[config.mk]
export PLATFORM = sky130hd
export DESIGN_NAME = ccd_config_pins
export DESIGN_NICKNAME = d
export VERILOG_FILES = /design/src/ccd_pkg.sv /design/src/ccd_config_pins.sv /design/src/ccd_skid_buf.sv
export VERILOG_INCLUDE_DIRS = /design/src /design/src/src
export SDC_FILE = /design/constraint.sdc
export NUM_CORES = 1
export LEC_CHECK = 0
export BUFFER_PORTS_ARGS = -buffer_cell sky130_fd_sc_hd__buf_4
export CAP_MARGIN = 20
export CELL_PAD_IN_SITES_DETAIL_PLACEMENT = 1
export CELL_PAD_IN_SITES_GLOBAL_PLACEMENT = 1
export CORE_MARGIN = 4
export CORE_UTILIZATION = 24
export DETAILED_ROUTE_END_ITERATION = 8
export PLACE_DENSITY = 0.48
export SETUP_SLACK_MARGIN = 0.4
export SLEW_MARGIN = 10
export SYNTH_ARGS = -nofsm -noshare
export SYNTH_HDL_FRONTEND = slang
export SYNTH_HIERARCHICAL = 1
export SYNTH_SLANG_ARGS = --single-unit
[constraint.sdc]
create_clock -name ref_clk -period 5.3 [get_ports ref_clk]
set_input_delay 0.53 -clock ref_clk [delete_from_list [all_inputs] [get_ports ref_clk]]
set_output_delay 0.53 -clock ref_clk [all_outputs]
set_load 0.05 [all_outputs]
[src/ccd_consts.svh]
`ifndef CCD_CONSTS_SVH
`define CCD_CONSTS_SVH

// Scheme select codes
`define CCD_SCHEME_PS 2'h0
`define CCD_SCHEME_FPP 2'h1
`define CCD_SCHEME_AS 2'h2
`define CCD_SCHEME_AP 2'h3

// Active-scheme clock divider: half period in ref_clk cycles
`define CCD_HALF_PERIOD 4'h2

// Serial memory read command, sent msb first
`define CCD_READ_CMD 8'h03
`define CCD_CMD_BITS 6'h08
// Command plus 24 address bits
`define CCD_HDR_BITS 6'h20

// Reset values
`define CCD_RESET_CNT 32'h0000_0000

`endif

[src/ccd_pkg.sv]
package ccd_pkg;

    typedef enum logic [1:0] {
        CCD_PS,
        CCD_FPP,
        CCD_AS,
        CCD_AP
    } ccd_scheme_type;

    typedef enum logic [2:0] {
        CCD_IDLE,
        CCD_LOAD,
        CCD_FINISH,
        CCD_USER
    } ccd_phase_type;

    typedef struct packed {
        logic [15:0] data;
        logic last;
    } ccd_word_type;

    // Two-signal view of one two-way pin: output value and enable
    typedef struct packed {
        logic o;
        logic oe;
    } ccd_drive_type;

endpackage

[src/ccd_config_pins.sv]
// Functional notes
// Passive schemes: external host supplies config clock and shifts data in.
// Passive schemes: data captured on rising edge of incoming config clock.
// Active serial: device drives config clock timing all transfers.
// Active parallel: device drives config clock providing interface timing.
// Active schemes: config clock driven inactive after configuration completes.
// Active schemes: config clock pin optionally released as user I/O.
// Passive schemes: host holds config clock steady after configuration.
// Passive schemes: config clock never offered as user I/O.
// Clock toggling after configuration never disturbs device nor restarts loading.
// Serial schemes: one bit per clock on data pin zero.
// After active serial: data pin zero stays dedicated input, optional user control.
// After passive serial or parallel: data pin zero becomes user I/O.
// After active parallel: data pin zero stays dedicated bidirectional pin.
// Active serial: data pin one drives command stream to serial memory.
// Other schemes: data pin one is a configuration data input. In passive serial the code samples only data pin zero.
// After active serial: data pin one stays dedicated output.
// Passive serial: data pin one tri-stated during configuration.
// After fast passive parallel: data pin one becomes user I/O.
// Active parallel: data moves a byte or 16-bit word per clock.
// After active parallel: data pin one stays dedicated bidirectional pin.
// Done output released once all data arrived without error.
// External party holds chip enable low to allow configuration.
// Active serial: device drives chip select enabling serial memory.
// Scheme input decides clock direction and low data pin roles.
`timescale 1ns/100ps
`default_nettype none
`include "ccd_consts.svh"

module ccd_config_pins
    import ccd_pkg::*;
#(
    parameter int WORD_BITS = 16,
    parameter logic [31:0] LOAD_WORDS = 32'd4096
) (
    // Clock and reset
    input wire logic ref_clk,
    input wire logic rst_b,
    // Setup
    input wire logic [1:0] schemeSel,
    input wire logic apWordWide,
    input wire logic startLoad,
    input wire logic loadError,
    input wire logic chip_enable_in_n,
    // Post-configuration user control of dual-purpose pins
    input wire logic userClkOwn,
    input wire ccd_drive_type userClk,
    input wire ccd_drive_type userData0,
    input wire ccd_drive_type userData1,
    // Config clock pin
    input wire logic config_clock_i,
    output logic config_clock_o,
    output logic config_clock_oe,
    // Data pins
    input wire logic [WORD_BITS-1:0] dataPin_i,
    output logic [1:0] dataPin_o,
    output logic [1:0] dataPin_oe,
    // Serial memory select and done
    output logic serial_memory_select_n,
    output logic load_complete_flag_o,
    output logic load_complete_flag_oe,
    output logic userMode,
    output logic [WORD_BITS-1:0] pinReadback,
    // Loaded data stream
    output logic wordValid,
    input wire logic wordReady,
    output ccd_word_type wordOut
);

    // ***************************************************************
    // Input synchronisers
    // ***************************************************************
    logic clkMeta_r;
    logic clkSync_r;
    logic clkSyncD_r;
    logic ceMeta_r;
    logic ceSync_r;
    logic [WORD_BITS-1:0] datMeta_r;
    logic [WORD_BITS-1:0] datSync_r;

    always_ff @(posedge ref_clk or negedge rst_b) begin
        if (!rst_b) begin
            clkMeta_r <= 1'b0;
            clkSync_r <= 1'b0;
            clkSyncD_r <= 1'b0;
            ceMeta_r <= 1'b1;
            ceSync_r <= 1'b1;
            datMeta_r <= '0;
            datSync_r <= '0;
        end else begin
            clkMeta_r <= config_clock_i;
            clkSync_r <= clkMeta_r;
            clkSyncD_r <= clkSync_r;
            ceMeta_r <= chip_enable_in_n;
            ceSync_r <= ceMeta_r;
            datMeta_r <= dataPin_i;
            datSync_r <= datMeta_r;
        end
    end

    // Data and clock share the same two-stage delay, so the sampled bit lines up with the edge
    logic extRise;
    assign extRise = clkSync_r && !clkSyncD_r;

    // ***************************************************************
    // State
    // ***************************************************************
    typedef struct packed {
        ccd_phase_type phase;
        ccd_scheme_type scheme;
        logic wide;
        logic [3:0] divCnt;
        logic clkOut;
        logic [5:0] hdrCnt;
        logic [4:0] bitCnt;
        logic [15:0] shift;
        logic [31:0] wordCnt;
        logic wrValid;
        ccd_word_type wrWord;
        logic doneRel;
    } ccd_state_type;

    ccd_state_type s_r;
    ccd_state_type s_nxt;
    logic bufReady;
    logic serialMode;
    logic activeMode;
    logic lastBit;
    logic intRise;
    logic intFall;
    logic [4:0] unitBits;

    assign serialMode = (s_r.scheme == CCD_PS) || (s_r.scheme == CCD_AS);
    assign activeMode = (s_r.scheme == CCD_AS) || (s_r.scheme == CCD_AP);
    assign unitBits = serialMode ? 5'h10 : 5'h01;
    assign lastBit = (s_r.bitCnt + 5'h01 == unitBits);
    assign intRise = (s_r.divCnt == `CCD_HALF_PERIOD - 4'h1) && !s_r.clkOut;
    assign intFall = (s_r.divCnt == `CCD_HALF_PERIOD - 4'h1) && s_r.clkOut;

    always_comb begin
        logic edgeSeen;
        logic [15:0] sample;
        edgeSeen = 1'b0;
        sample = '0;
        s_nxt = s_r;
        if (s_r.wrValid && bufReady) begin
            s_nxt.wrValid = 1'b0;
        end
        case (s_r.phase)
            CCD_IDLE: begin
                s_nxt.clkOut = 1'b0;
                s_nxt.divCnt = '0;
                if (startLoad && !ceSync_r) begin
                    s_nxt.scheme = ccd_scheme_type'(schemeSel);
                    s_nxt.wide = apWordWide;
                    s_nxt.phase = CCD_LOAD;
                    s_nxt.hdrCnt = '0;
                    s_nxt.bitCnt = '0;
                    s_nxt.wordCnt = `CCD_RESET_CNT;
                end
            end
            CCD_LOAD: begin
                // Stall the active clock while the buffer is full so no word is lost
                if (activeMode && !(s_r.wrValid && !bufReady)) begin
                    s_nxt.divCnt = s_r.divCnt + 4'h1;
                    if (intRise || intFall) begin
                        s_nxt.divCnt = '0;
                        s_nxt.clkOut = !s_r.clkOut;
                    end
                end
                if (s_r.scheme == CCD_AS && intFall && s_r.hdrCnt != `CCD_HDR_BITS) begin
                    s_nxt.hdrCnt = s_r.hdrCnt + 6'h01;
                end
                if (activeMode) begin
                    // Synced data lags two cycles: the bit present at a rise is taken at the next fall
                    edgeSeen = intFall && !(s_r.wrValid && !bufReady)
                        && (s_r.scheme == CCD_AP || s_r.hdrCnt == `CCD_HDR_BITS);
                end else begin
                    // Passive host must hold off while not ready; no pin flags a stall
                    edgeSeen = extRise;
                end
                if (edgeSeen) begin
                    if (serialMode) begin
                        sample = {s_r.shift[14:0], datSync_r[0]};
                    end else if (s_r.scheme == CCD_AP && !s_r.wide) begin
                        sample = {8'h00, datSync_r[7:0]};
                    end else begin
                        sample = datSync_r[15:0];
                    end
                    s_nxt.shift = sample;
                    s_nxt.bitCnt = lastBit ? 5'h00 : s_r.bitCnt + 5'h01;
                    if (lastBit) begin
                        s_nxt.wrValid = 1'b1;
                        s_nxt.wrWord.data = sample;
                        s_nxt.wrWord.last = (s_r.wordCnt + 32'h1 == LOAD_WORDS);
                        s_nxt.wordCnt = s_r.wordCnt + 32'h1;
                        if (s_r.wordCnt + 32'h1 == LOAD_WORDS) begin
                            s_nxt.phase = CCD_FINISH;
                        end
                    end
                end
                if (loadError) begin
                    s_nxt.phase = CCD_IDLE;
                end
            end
            CCD_FINISH: begin
                s_nxt.clkOut = 1'b0;
                if (!s_r.wrValid) begin
                    s_nxt.doneRel = 1'b1;
                    s_nxt.phase = CCD_USER;
                end
            end
            CCD_USER: begin
                // Only reset leaves user mode; clock edges here are ignored
                s_nxt.clkOut = 1'b0;
            end
            default: begin
                s_nxt.phase = CCD_IDLE;
            end
        endcase
    end

    always_ff @(posedge ref_clk or negedge rst_b) begin
        if (!rst_b) begin
            s_r <= '0;
        end else begin
            s_r <= s_nxt;
        end
    end

    // ***************************************************************
    // Output buffer
    // ***************************************************************
    ccd_skid_buf #(
        .DEPTH(2)
    ) u_buf (
        .ref_clk(ref_clk),
        .rst_b(rst_b),
        .inValid(s_r.wrValid),
        .inReady(bufReady),
        .inWord(s_r.wrWord),
        .outValid(wordValid),
        .outReady(wordReady),
        .outWord(wordOut)
    );

    // ***************************************************************
    // Pin roles
    // ***************************************************************
    logic inUser;
    logic loading;
    logic [31:0] asCmd;
    assign inUser = (s_r.phase == CCD_USER);
    assign loading = (s_r.phase == CCD_LOAD);
    assign asCmd = {`CCD_READ_CMD, 24'h000000};

    always_comb begin
        config_clock_o = s_r.clkOut;
        config_clock_oe = 1'b0;
        dataPin_o = 2'b00;
        dataPin_oe = 2'b00;
        serial_memory_select_n = 1'b1;
        if (activeMode && (loading || s_r.phase == CCD_FINISH)) begin
            config_clock_oe = 1'b1;
        end
        if (activeMode && inUser) begin
            config_clock_oe = 1'b1;
            if (userClkOwn) begin
                config_clock_o = userClk.o;
                config_clock_oe = userClk.oe;
            end
        end
        // Passive clock stays input-only: user drive is never honoured, see
        if (s_r.scheme == CCD_AS && loading) begin
            serial_memory_select_n = 1'b0;
            dataPin_oe[1] = 1'b1;
            dataPin_o[1] = (s_r.hdrCnt < `CCD_HDR_BITS) ? asCmd[5'd31 - s_r.hdrCnt[4:0]] : 1'b0;
        end
        // Passive serial leaves pin one tri-stated, see
        if (inUser) begin
            case (s_r.scheme)
                CCD_AS: begin
                    dataPin_o[1] = userData1.o;
                    dataPin_oe[1] = 1'b1;
                    // Pin zero stays input, see
                end
                CCD_AP: begin
                    dataPin_o = {userData1.o, userData0.o};
                    dataPin_oe = {userData1.oe, userData0.oe};
                end
                CCD_FPP: begin
                    dataPin_o = {userData1.o, userData0.o};
                    dataPin_oe = {userData1.oe, userData0.oe};
                end
                default: begin
                    dataPin_o[0] = userData0.o;
                    dataPin_oe[0] = userData0.oe;
                end
            endcase
        end
    end

    assign load_complete_flag_o = 1'b0;
    assign load_complete_flag_oe = !s_r.doneRel;
    assign userMode = inUser;

    always_ff @(posedge ref_clk or negedge rst_b) begin
        if (!rst_b) begin
            pinReadback <= '0;
        end else begin
            pinReadback <= datSync_r;
        end
    end

endmodule // ccd_config_pins

`default_nettype wire

[src/ccd_skid_buf.sv]
`timescale 1ns/100ps
`default_nettype none

module ccd_skid_buf
    import ccd_pkg::*;
#(
    parameter int DEPTH = 2
) (
    // Clock and reset
    input wire logic ref_clk,
    input wire logic rst_b,
    // Filling side
    input wire logic inValid,
    output logic inReady,
    input wire ccd_word_type inWord,
    // Draining side
    output logic outValid,
    input wire logic outReady,
    output ccd_word_type outWord
);

    typedef struct packed {
        ccd_word_type [DEPTH-1:0] mem;
        logic [$clog2(DEPTH)-1:0] wrPtr;
        logic [$clog2(DEPTH)-1:0] rdPtr;
        logic [$clog2(DEPTH):0] count;
    } ccd_buf_state_type;

    ccd_buf_state_type state_r;
    ccd_buf_state_type state_nxt;
    logic doWrite;
    logic doRead;

    assign inReady = (state_r.count != DEPTH[$clog2(DEPTH):0]);
    assign outValid = (state_r.count != '0);
    assign outWord = state_r.mem[state_r.rdPtr];
    assign doWrite = inValid && inReady;
    assign doRead = outValid && outReady;

    always_comb begin
        state_nxt = state_r;
        if (doWrite) begin
            state_nxt.mem[state_r.wrPtr] = inWord;
            state_nxt.wrPtr = state_r.wrPtr + 1'b1;
        end
        if (doRead) begin
            state_nxt.rdPtr = state_r.rdPtr + 1'b1;
        end
        case ({doWrite, doRead})
            2'b10: state_nxt.count = state_r.count + 1'b1;
            2'b01: state_nxt.count = state_r.count - 1'b1;
            default: state_nxt.count = state_r.count;
        endcase
    end

    always_ff @(posedge ref_clk or negedge rst_b) begin
        if (!rst_b) begin
            state_r <= '0;
        end else begin
            state_r <= state_nxt;
        end
    end

endmodule // ccd_skid_buf

`default_nettype wire

# After elaboration in Yosys (flattened, before gate mapping)
# Memories as Yosys holds them, arrays and structs flattened.
# Cells that the tools add are included.
# totals
register_bits	180
rom_bits	32
out_inout_bits	44
word_cells	165
mem_count	1
# mem_list
name	depth	word_bits	read_ports	rd_clocked_by_memory_dff	write_ports	line	text
(name not given)	32	1	1	0	0	ccd_config_pins.sv:277	dataPin_o[1] = (s_r.hdrCnt < `CCD_HDR_BITS) ? asCmd[5'd31 - s_r.hdrCnt[4:0]] : 1'b0;
# op_classes
add_sub_neg	9
magnitude_cmp	5
n_eq_ne	24
n_mux	48
bitwise	2
n_reduce_logical	48
# ops
op	n
$mux 71	1
$pmux 32 s2	1
$mux 17	3
$mux 50	1
$bwmux 34	1
$add 32x1->32 const B	1
$eq 32x13->1 const B	1
$mux 16	2
$mux 32	1
$pmux 11 s2	1
$mux 5	4
$mux 18	1
$demux 17 s1	1
$logic_and 1x1->1	17
$mux 1	16
$mux 3	5
$mux 6	2
$pmux 3 s4	1
$reduce_and 3->1	4
$mux 11	1
$ne 2x1->1 const B	4
$ne 2x2->1 const B	4
$pmux 4 s2	1
$reduce_and 2->1	4
34 further kinds	58

# Depth between registers and ports, before layout
# Gate-level depths: netlist of run 1.
# depth
ltp_word	11
depth_mapped	12

# Cells and area by module
# Netlist of run 1, hierarchy kept.
# modules_own_cells
module	instances	cells_per_inst	area_per_inst_um2	seq_area_each_um2
ccd_config_pins	1	636	6560.0	3505.9
ccd_skid_buf	1	108	1778.0	950.9

# Worst setup path after synthesis of run 1
# OpenSTA, ideal clock, no wires.
# synth_timing
path_kind	flip-flop to output port
start	reg s_r[86] (netlist name)
end	out dataPin_o[1]
arrival_ps	2733
t_required_ps	4770
slack_ps	2037
stages_incl_launch_ff	6
path_cell_list	dfrtp_1 ha_1 clkbuf_1 or4_1 or4_1 a21oi_1
# synth_via
word_cells_on_any_way	6
cone_classes	eq/ne (2); mux (3); reduce/logical (1)
# synth_rtl
item	line	text
from (decl)	ccd_config_pins.sv:123	ccd_state_type s_r;
from (signal assigned)	ccd_config_pins.sv:227	s_r <= s_nxt;
$eq 3x2->1	ccd_config_pins.sv:253	assign inUser = (s_r.phase == CCD_USER);
named net userMode	ccd_config_pins.sv:62	output logic userMode,
$mux 2	ccd_config_pins.sv:280	if (inUser) begin
to (decl)	ccd_config_pins.sv:56	output logic [1:0] dataPin_o,
# The timed path passes the listed nets, and every way through them passes these cells.

# Final worst setup path of run 1
# layout_timing
start	reg s_r[87] (netlist name)
end	reg s_r[31] (netlist name)
# layout_via
elab_chain_cells	3
word_cells_on_any_way	8
cone_classes	eq/ne (4); mux (1); reduce/logical (3)
# layout_rtl
item
$eq 3x1->1 or $logic_not 3->1 (tied branches)
$ne 2x2->1 (no source line), or another cell as far along
$reduce_and 4->1 (no source line)
# Parallel ways exist; a longest one is shown, timed or not.
# A chain may end at the register's enable or synchronous reset.

==> summary.txt, run 1 <==
Status
  – Status: completed

Hold path
  – Hold path cells: 1
  – Hold Path Sink: datMeta_r[6]$_DFF_PN0_
  – HP Class: in -> reg
  – Hold Path Origin: dataPin_i[6]

Power and ir drop
  – Combinational Power Share: a little under a quarter
  – Psw: ~1.3 mW
  – Clock share of power: roughly a third
  – Worst IR Drop VDD: 0.197 mV
  – Pleak: between 4 and 5 nW
  – Register share of total power: ~45%
  – Pwr Density: ~390 mW/mm2
  – Cell-internal power: 2.56 mW
  – Switch share: between 30 and 40%

Finish
  – Area Growth Syn to Fin: 18.3%
  – Layout cells sized above 1: 26.2%
  – Non-filler cells, final: between 1000 and 1500
  – NumNets Final: 847
  – Fill cells: ~3800
  – Final Core Density: about 29%
  – Multi-input gate area: around 0.0036 mm2
  – Area occupied by registers: 0.00446 mm2
  – Diodes inserted: 0

Clock network
  – Setup bufs post-CTS: 0
  – Root buf cell: clkbuf_16
  – Reg clk slew, reported paths: around 0.070 ns
  – CTS Buf Count: 17
  – TritonCTS clock tree: yes
  – Cts repair resizes: 0
  – CTS max path bufs: 2
  – CTS Sinks: between 150 and 200
  – Later-pin clock latency in the skew report: 0.43 ns
  – Htree depth: 4
  – Hold-fix buffers, CTS: 0

Placement
  – Routability cong.: around 0.7
  – Port Buffers: 75
  – HPWL after DPL: between 10000 and 15000 um
  – Dpl cells: approximately 1200

STA
  – Slew at the pin closest to its max-slew limit: slightly above 0.9 ns
  – Fin crit period: between 3 and 4 ns
  – Final Setup Violations: 0
  – Final Cycle Share: between 60% and 70%
  – Max Slew Vio Count: 0
  – Clk_skew: 0.0149 ns
  – RSZ-0062 raised after global routing: false
  – Worst slew margin: between 30 and 40%
  – Final Hold Vio Count: 0
  – Setup tns final: 0 ns
  – Final hold slack: 0.201 ns
  – Fmax: just under 300 MHz

Routing
  – Starting DRT DRC Count: between 200 and 300
  – Pre-antenna DRT Iters: 4
  – Detailed Route WL: just over 20000 um
  – Routed len/inst: about 16 um
  – Via count: 5768
  – Drc violations: 0
  – Routed vias/inst: between 4 and 5
  – Antenna viol nets, final: 0

Logic synthesis
  – Yosys warns: 6
  – Ys flop type: dfrtp_1
  – Post-synthesis async set-or-reset flop share: between 90% and 100%
  – Mapped Avg Cell Area: 11.2 um2
  – Mapped Nets: 790
  – Post-Syn Instances: between 700 and 800
  – Post-synthesis register bit count: between 150 and 200
  – Post-synth EDFFs: 0
  – Mapped cell area: roughly 0.0083 mm2
  – Number of distinct library cells after synthesis: 68
  – Register area share after synthesis: 53.5%

Setup path
  – Worst r2r src: s_r[87]$_DFFE_PN0P_
  – CP Buf/Inv Count: 2
  – Family with the most delay on the worst path: compound AO/OA/AOI/OAI gates
  – Worst Path Arrival: about 3.7 ns
  – Reg-to-reg endpoint: s_r[31]$_DFFE_PN0P_
  – Worst EP required: between 5 and 6 ns
  – Most frequent CP cell: inv_1
  – Setup CP Type: reg -> reg
  – R2r worst-path depth: 8
  – Max stage delay on crit path: approximately 0.86 ns
  – Slowest cell on the critical path: or3_2
  – Crit end category: flip-flop
  – CP Max Fanout: between 40 and 50
  – Cell chain of the critical path: inv_1 -> ha_1 -> inv_1 -> o21bai_1 -> or3_2 -> nor2_1 -> o21ai_0 -> o31ai_1
  – Flop2flop setup slack: 1.88 ns
  – Crit path launch type: flip-flop

Global routing
  – Largest net degree at the start of global routing: ~110
  – Initial antenna violation count: 0
  – Grt ovf: 0
  – Vias in the first global route: ~6300
  – First-pass GRT wire length: approximately 35000 um
  – Gr usage total: ~11%

Floorplan
  – Core Region: 0.0339 mm2
  – Row count: 67
  – Initial Utilization: between 20% and 30%
  – Die extent in x: around 200 um
  – IO Pins: 77
  – Die Height: about 190 um
  – Die area: about 0.038 mm2

Run
  – Reported max-cap violation count: 0
[per-stage QoR]
stage / power (mW) / instance area [um2] / setup WS [ns]
4_1_cts: 3.92 / 9860 / 1.80
3_5_place_dp: 2.66 / 9290 / 1.84
3_3_place_gp: 2.65 / 9290 / 1.87
2_1_floorplan: 2.35 / 8340 / 2.04
6_report: 3.84 / 9860 / 1.88
5_1_grt: 4.08 / 9860 / 1.47
[layout by cell type (no fill, tap or decap), types with 9 or more instances in the layout]
master and n:
a21oi_1 28, nor2_1 58, xor2_1 9, nand2_1 56
o21ai_0 63, nand3_1 22, buf_4 83, mux2_4 21
clkbuf_16 17, nor3_1 12, nand4_1 18, o31ai_1 19
nand2b_1 9, mux2_2 52, inv_1 18, mux2i_1 18
ha_1 13, dfrtp_1 176
[synth_stat cells (all sizes together), types with 19 or more instances]
cell,number,share of area [%]
dfrtp,176,53
o21ai,64,3.8
mux2,73,11
clkbuf,21,0.95
a21oi,28,1.7
nor2,59,2.7
buf,25,2.0
nand3,26,1.9
nand2,57,2.6
o31ai,19,1.7
[worst max path at each step]
stage	startpoint	end	slack (ns)	cells past startpoint
4_1_cts	s_r[87]$_DFFE_PN0P_	s_r[31]$_DFFE_PN0P_	1.80	8
2_1_floorplan	s_r[86]$_DFFE_PN0P_	dataPin_o[1]	2.04	5
6_report	s_r[87]$_DFFE_PN0P_	s_r[31]$_DFFE_PN0P_	1.88	8
3_3_place_gp	s_r[87]$_DFFE_PN0P_	s_r[24]$_DFFE_PN0P_	1.87	8
5_1_grt	s_r[87]$_DFFE_PN0P_	s_r[23]$_DFFE_PN0P_	1.47	8
3_5_place_dp	s_r[87]$_DFFE_PN0P_	s_r[25]$_DFFE_PN0P_	1.84	8
[area by class of cell]
class,count,area share (%)
sequential,178,45.2
multi-input combinational,502,36.2
timing repair buffer,84,6.46
tap,448,5.68
clock buffer,18,4.45
clock inverter,14,1.36
inverter,18,0.685
[registers in the layout (all words and copies together), names as in the netlist]
signal         count
ceSync_r           1
datSync_r         16
datMeta_r         16
pinReadback       16
clkSync_r          1
s_r               87
ceMeta_r           1
clkMeta_r          1
u_buf/state_r     38
clkSyncD_r         1
[power by group through the flow]
stage	registers [mW]	clock network [mW]	logic, mW
final	1.73	1.24	0.880
after global routing	1.76	1.35	0.976
after CTS	1.73	1.29	0.905
after detailed placement	1.76	0	0.900
after global placement	1.75	0	0.894
after floorplan	1.69	0	0.662
[cells by family (layout without fill, tap and decap cells)]
logic type	after synthesis	count (layout)	share of synthesized area, %
AOI/OAI and AO/OA	144	144	10.8
muxes	91	91	13.0
adders and majority gates	13	13	1.95
and+or+nand+nor	236	236	15.2
xor gates and xnor gates	17	17	1.79
DFF	178	178	53.5
other	1	1	0.0450
buffers and inverters	64	134	3.80
[per-layer routing]
metal / part of all wire [%] / GRT usage [%] / wire (um)
met4: 0.91 / 2.66 / 187
met5: 0 / 0 / 0
met2: 49 / 18.6 / 10000
met3: 2.4 / 2.37 / 500
met1: 48 / 15.0 / 9930
(Power assumes the default switching activity.)
==> run 2, diff against run 1 <==
PLACE_DENSITY = 0.49   (was 0.48)
clock period = 3.1 ns   (was 5.3 ns; I/O delays follow)
==> run 2 against run 1 <==
Net effect: via count is 5.0% higher; sequential share of layout area shrank 3.6 points; final cell count is 6.9% higher; critical endpoint is now s_r[86]$_DFFE_PN0P_; sequential power increased by 69%; worst hold slack lost 0.085 ns.
==> summary.txt, run 2 (same netlist as run 1, synthesis figures left out) <==
Floorplan
  – Die Height: 194 um (unchanged)
  – Die extent in x: 194 um (unchanged)
  – Core Region: 0.0339 mm2 (unchanged)
  – Initial Utilization: 24.6% (unchanged)
  – IO Pins: 77 (unchanged)
  – Row count: 67 (unchanged)
  – Die area: 0.0378 mm2 (unchanged)

Routing
  – Via count: 6057 (+5.0%)
  – Drc violations: 0 (unchanged)
  – Starting DRT DRC Count: 219 (-15%)
  – Routed vias/inst: 4.49 (-1.8%)
  – Detailed Route WL: 22000 um (+6.4%)
  – Routed len/inst: 16.3 um (-0.43%)
  – Antenna viol nets, final: 0 (unchanged)
  – Pre-antenna DRT Iters: 4 (unchanged)

Setup path
  – CP Max Fanout: 5 (-89%)
  – R2r worst-path depth: 12 (+4)
  – Crit path launch type: flip-flop
  – Setup CP Type: reg -> reg
  – Worst EP required: 3.42 ns (-2.16 ns)
  – Crit end category: flip-flop
  – Worst r2r src: s_r[68]$_DFFE_PN0P_
  – Flop2flop setup slack: 0.47 ns (-1.41 ns)
  – Worst Path Arrival: 2.96 ns (-0.74 ns)
  – Reg-to-reg endpoint: s_r[86]$_DFFE_PN0P_
  – Crit path launch: s_r[68]$_DFFE_PN0P_

Finish
  – Reg with most FFs: s_r
  – Layout cells sized above 1: 35.4% (+9.2 points)
  – Most common cell after layout, fill and taps aside: dfrtp_1
  – Top flop regs: s_r (87), u_buf/state_r (38)
  – NumNets Final: 934 (+10%)
  – Non-filler cells, final: 1349 (+6.9%)
  – Final Instance Area: 0.0108 mm2 (+9.2%)
  – Diodes inserted: 0 (unchanged)
  – Area Growth Syn to Fin: 29.2%
  – Max reg flops: 87 (unchanged)
  – Most frequent cells in the layout: dfrtp_1 (157), buf_4 (145), o21ai_0 (62)

STA
  – Final Hold Vio Count: 0 (unchanged)
  – Worst slew margin: 53.7% (+15 points)
  – Clk_skew: 0.0117 ns (-0.00316 ns)
  – Fmax: 380 MHz (+30%)
  – Final Setup Violations: 0 (unchanged)
  – Setup tns final: 0 ns (unchanged)
  – Max Slew Vio Count: 0 (unchanged)
  – Slew at the pin closest to its max-slew limit: 0.694 ns (-0.223 ns)
  – RSZ-0062 raised after global routing: true
  – Final Cycle Share: 85.0% (+20 points)
  – Fin crit period: 2.63 ns (-0.790 ns)

Clock network
  – CTS Buf Count: 17 (unchanged)
  – Root buf cell: clkbuf_16
  – Reg clk slew, reported paths: 0.07 ns (about the same)
  – Htree depth: 4 (unchanged)
  – CTS max path bufs: 2 (unchanged)
  – CTS Sinks: 178 (unchanged)
  – Later-pin clock latency in the skew report: 0.44 ns (about the same)
  – TritonCTS clock tree: yes

Hold path
  – HP Class: in -> reg
  – Hold Path Origin: schemeSel[1]
  – Hold path cells: 2 (+1)
  – Hold Path Sink: s_r[85]$_DFFE_PN0P_

Placement
  – Dpl cells: 1257 (+2.2%)
  – HPWL after DPL: 14600 um (+4.8%)
  – Routability cong.: 0.757 (+7.7%)
  – DP Area: 0.00951 mm2 (+2.4%)
  – Port Buffers: 75 (unchanged)

Global routing
  – First-pass GRT wire length: 36100 um (+3.9%)
  – Initial antenna violation count: 0 (unchanged)
  – Grt ovf: 0 (unchanged)
  – Vias in the first global route: 6453 (+2.9%)
  – Gr usage total: 11.8% (+0.56 points)
  – Largest net degree at the start of global routing: 82 (-26%)

Power and ir drop
  – Psw: 2.23 mW (+73%)
  – Worst IR Drop VDD: 0.456 mV (+130%)
  – Pleak: 4.79 nW (+10%)
  – Register share of total power: 43.2% (-1.7 points)
  – Cell-internal power: 4.55 mW (+78%)
  – Combinational Power Share: 25.1% (+2.2 points)
  – Pwr Density: 630 mW/mm2 (+62%)
  – Clock share of power: 31.7% (-0.5 points)
  – Switch share: 32.9% (-0.61 points)

Status
  – Status: completed

Run
  – Reported max-cap violation count: 0 (unchanged)
run 2: cell count changes in the layout (fill, tap and decap cells not counted), moves of 4 or more:
cell	before	now
buf_4	83	145
dfrtp_1	176	157
dlygate4sd3_1	0	19
buf_6	0	4
dfrtp_2	0	19
ha_1	13	9
run 2: critical path: stages, from the launching register on:
cell,delay [ns]
dfrtp_2,0.42
ha_4,0.18
nand3_4,0.10
xnor2_4,0.20
mux2i_2,0.28
buf_4,0.15
buf_4,0.09
buf_4,0.09
buf_4,0.09
nand4_1,0.19
nor4_4,0.35
a21oi_2,0.09
mux2_4,0.30
run 2: how the worst max path moves through the flow:
stage,cells after the start,endpoint,slack [ns]
final,12,s_r[86]$_DFFE_PN0P_,0.47
after global routing,9,s_r[86]$_DFFE_PN0P_,0.32
after CTS,8,s_r[86]$_DFFE_PN0P_,0.36
after detailed placement,10,s_r[86]$_DFFE_PN0P_,0.08
after global placement,10,s_r[86]$_DFFE_PN0P_,0.20
after floorplan,5,dataPin_o[1],0.43
run 2: layout make-up:
class	instances	area, um2
fillers	3768	23100
clock inverters	14	143
well taps	448	561
multi-input cells	502	3710
clock buffers	18	439
flip-flops and latches	178	4480
repair buffers	171	1370
inverters	18	67.6
run 2: through the flow:
step | hold slack, ns | power (mW) | setup slack, ns | utilization [%]
3_3_place_gp | 0.332 | 4.58 | 0.205 | 28.1
4_1_cts | 0.0897 | 6.90 | 0.355 | 30.9
5_1_grt | 0.101 | 7.21 | 0.316 | 31.8
2_1_floorplan | 0.0144 | 4.03 | 0.429 | -
6_report | 0.116 | 6.78 | 0.466 | 31.8
3_5_place_dp | 0.336 | 4.61 | 0.0849 | 28.1
run 2: layer usage:
| layer | track usage [%] | vias to the layer above | share of wire [%] |
|---|---|---|---|
| met5 | 0 | - | 0 |
| met4 | 3.36 | 0 | 1.0 |
| met3 | 2.13 | 11 | 2.3 |
| met2 | 19.6 | 61 | 50 |
| met1 | 15.7 | 3062 | 47 |
| li1 | - | 2923 | - |
run 2: power by group through the flow:
| stage | Clock [mW] | Sequential [mW] | Combinational (mW) |
|---|---|---|---|
| floorplan | 0 | 2.89 | 1.13 |
| global placement | 0 | 2.97 | 1.61 |
| detailed placement | 0 | 2.98 | 1.63 |
| CTS | 2.24 | 2.93 | 1.72 |
| global route | 2.35 | 2.99 | 1.87 |
| finish | 2.15 | 2.93 | 1.70 |
run 2: repair_timing:
item / in CTS / in global routing
endpoints found under the hold margin: 96 / 0
setup endpoints to repair: 15 / 48
pin swaps: 7 / 15
hold buffers: 19 / 0
buffers inserted: 15 / 26
gates resized for setup: 16 / 35
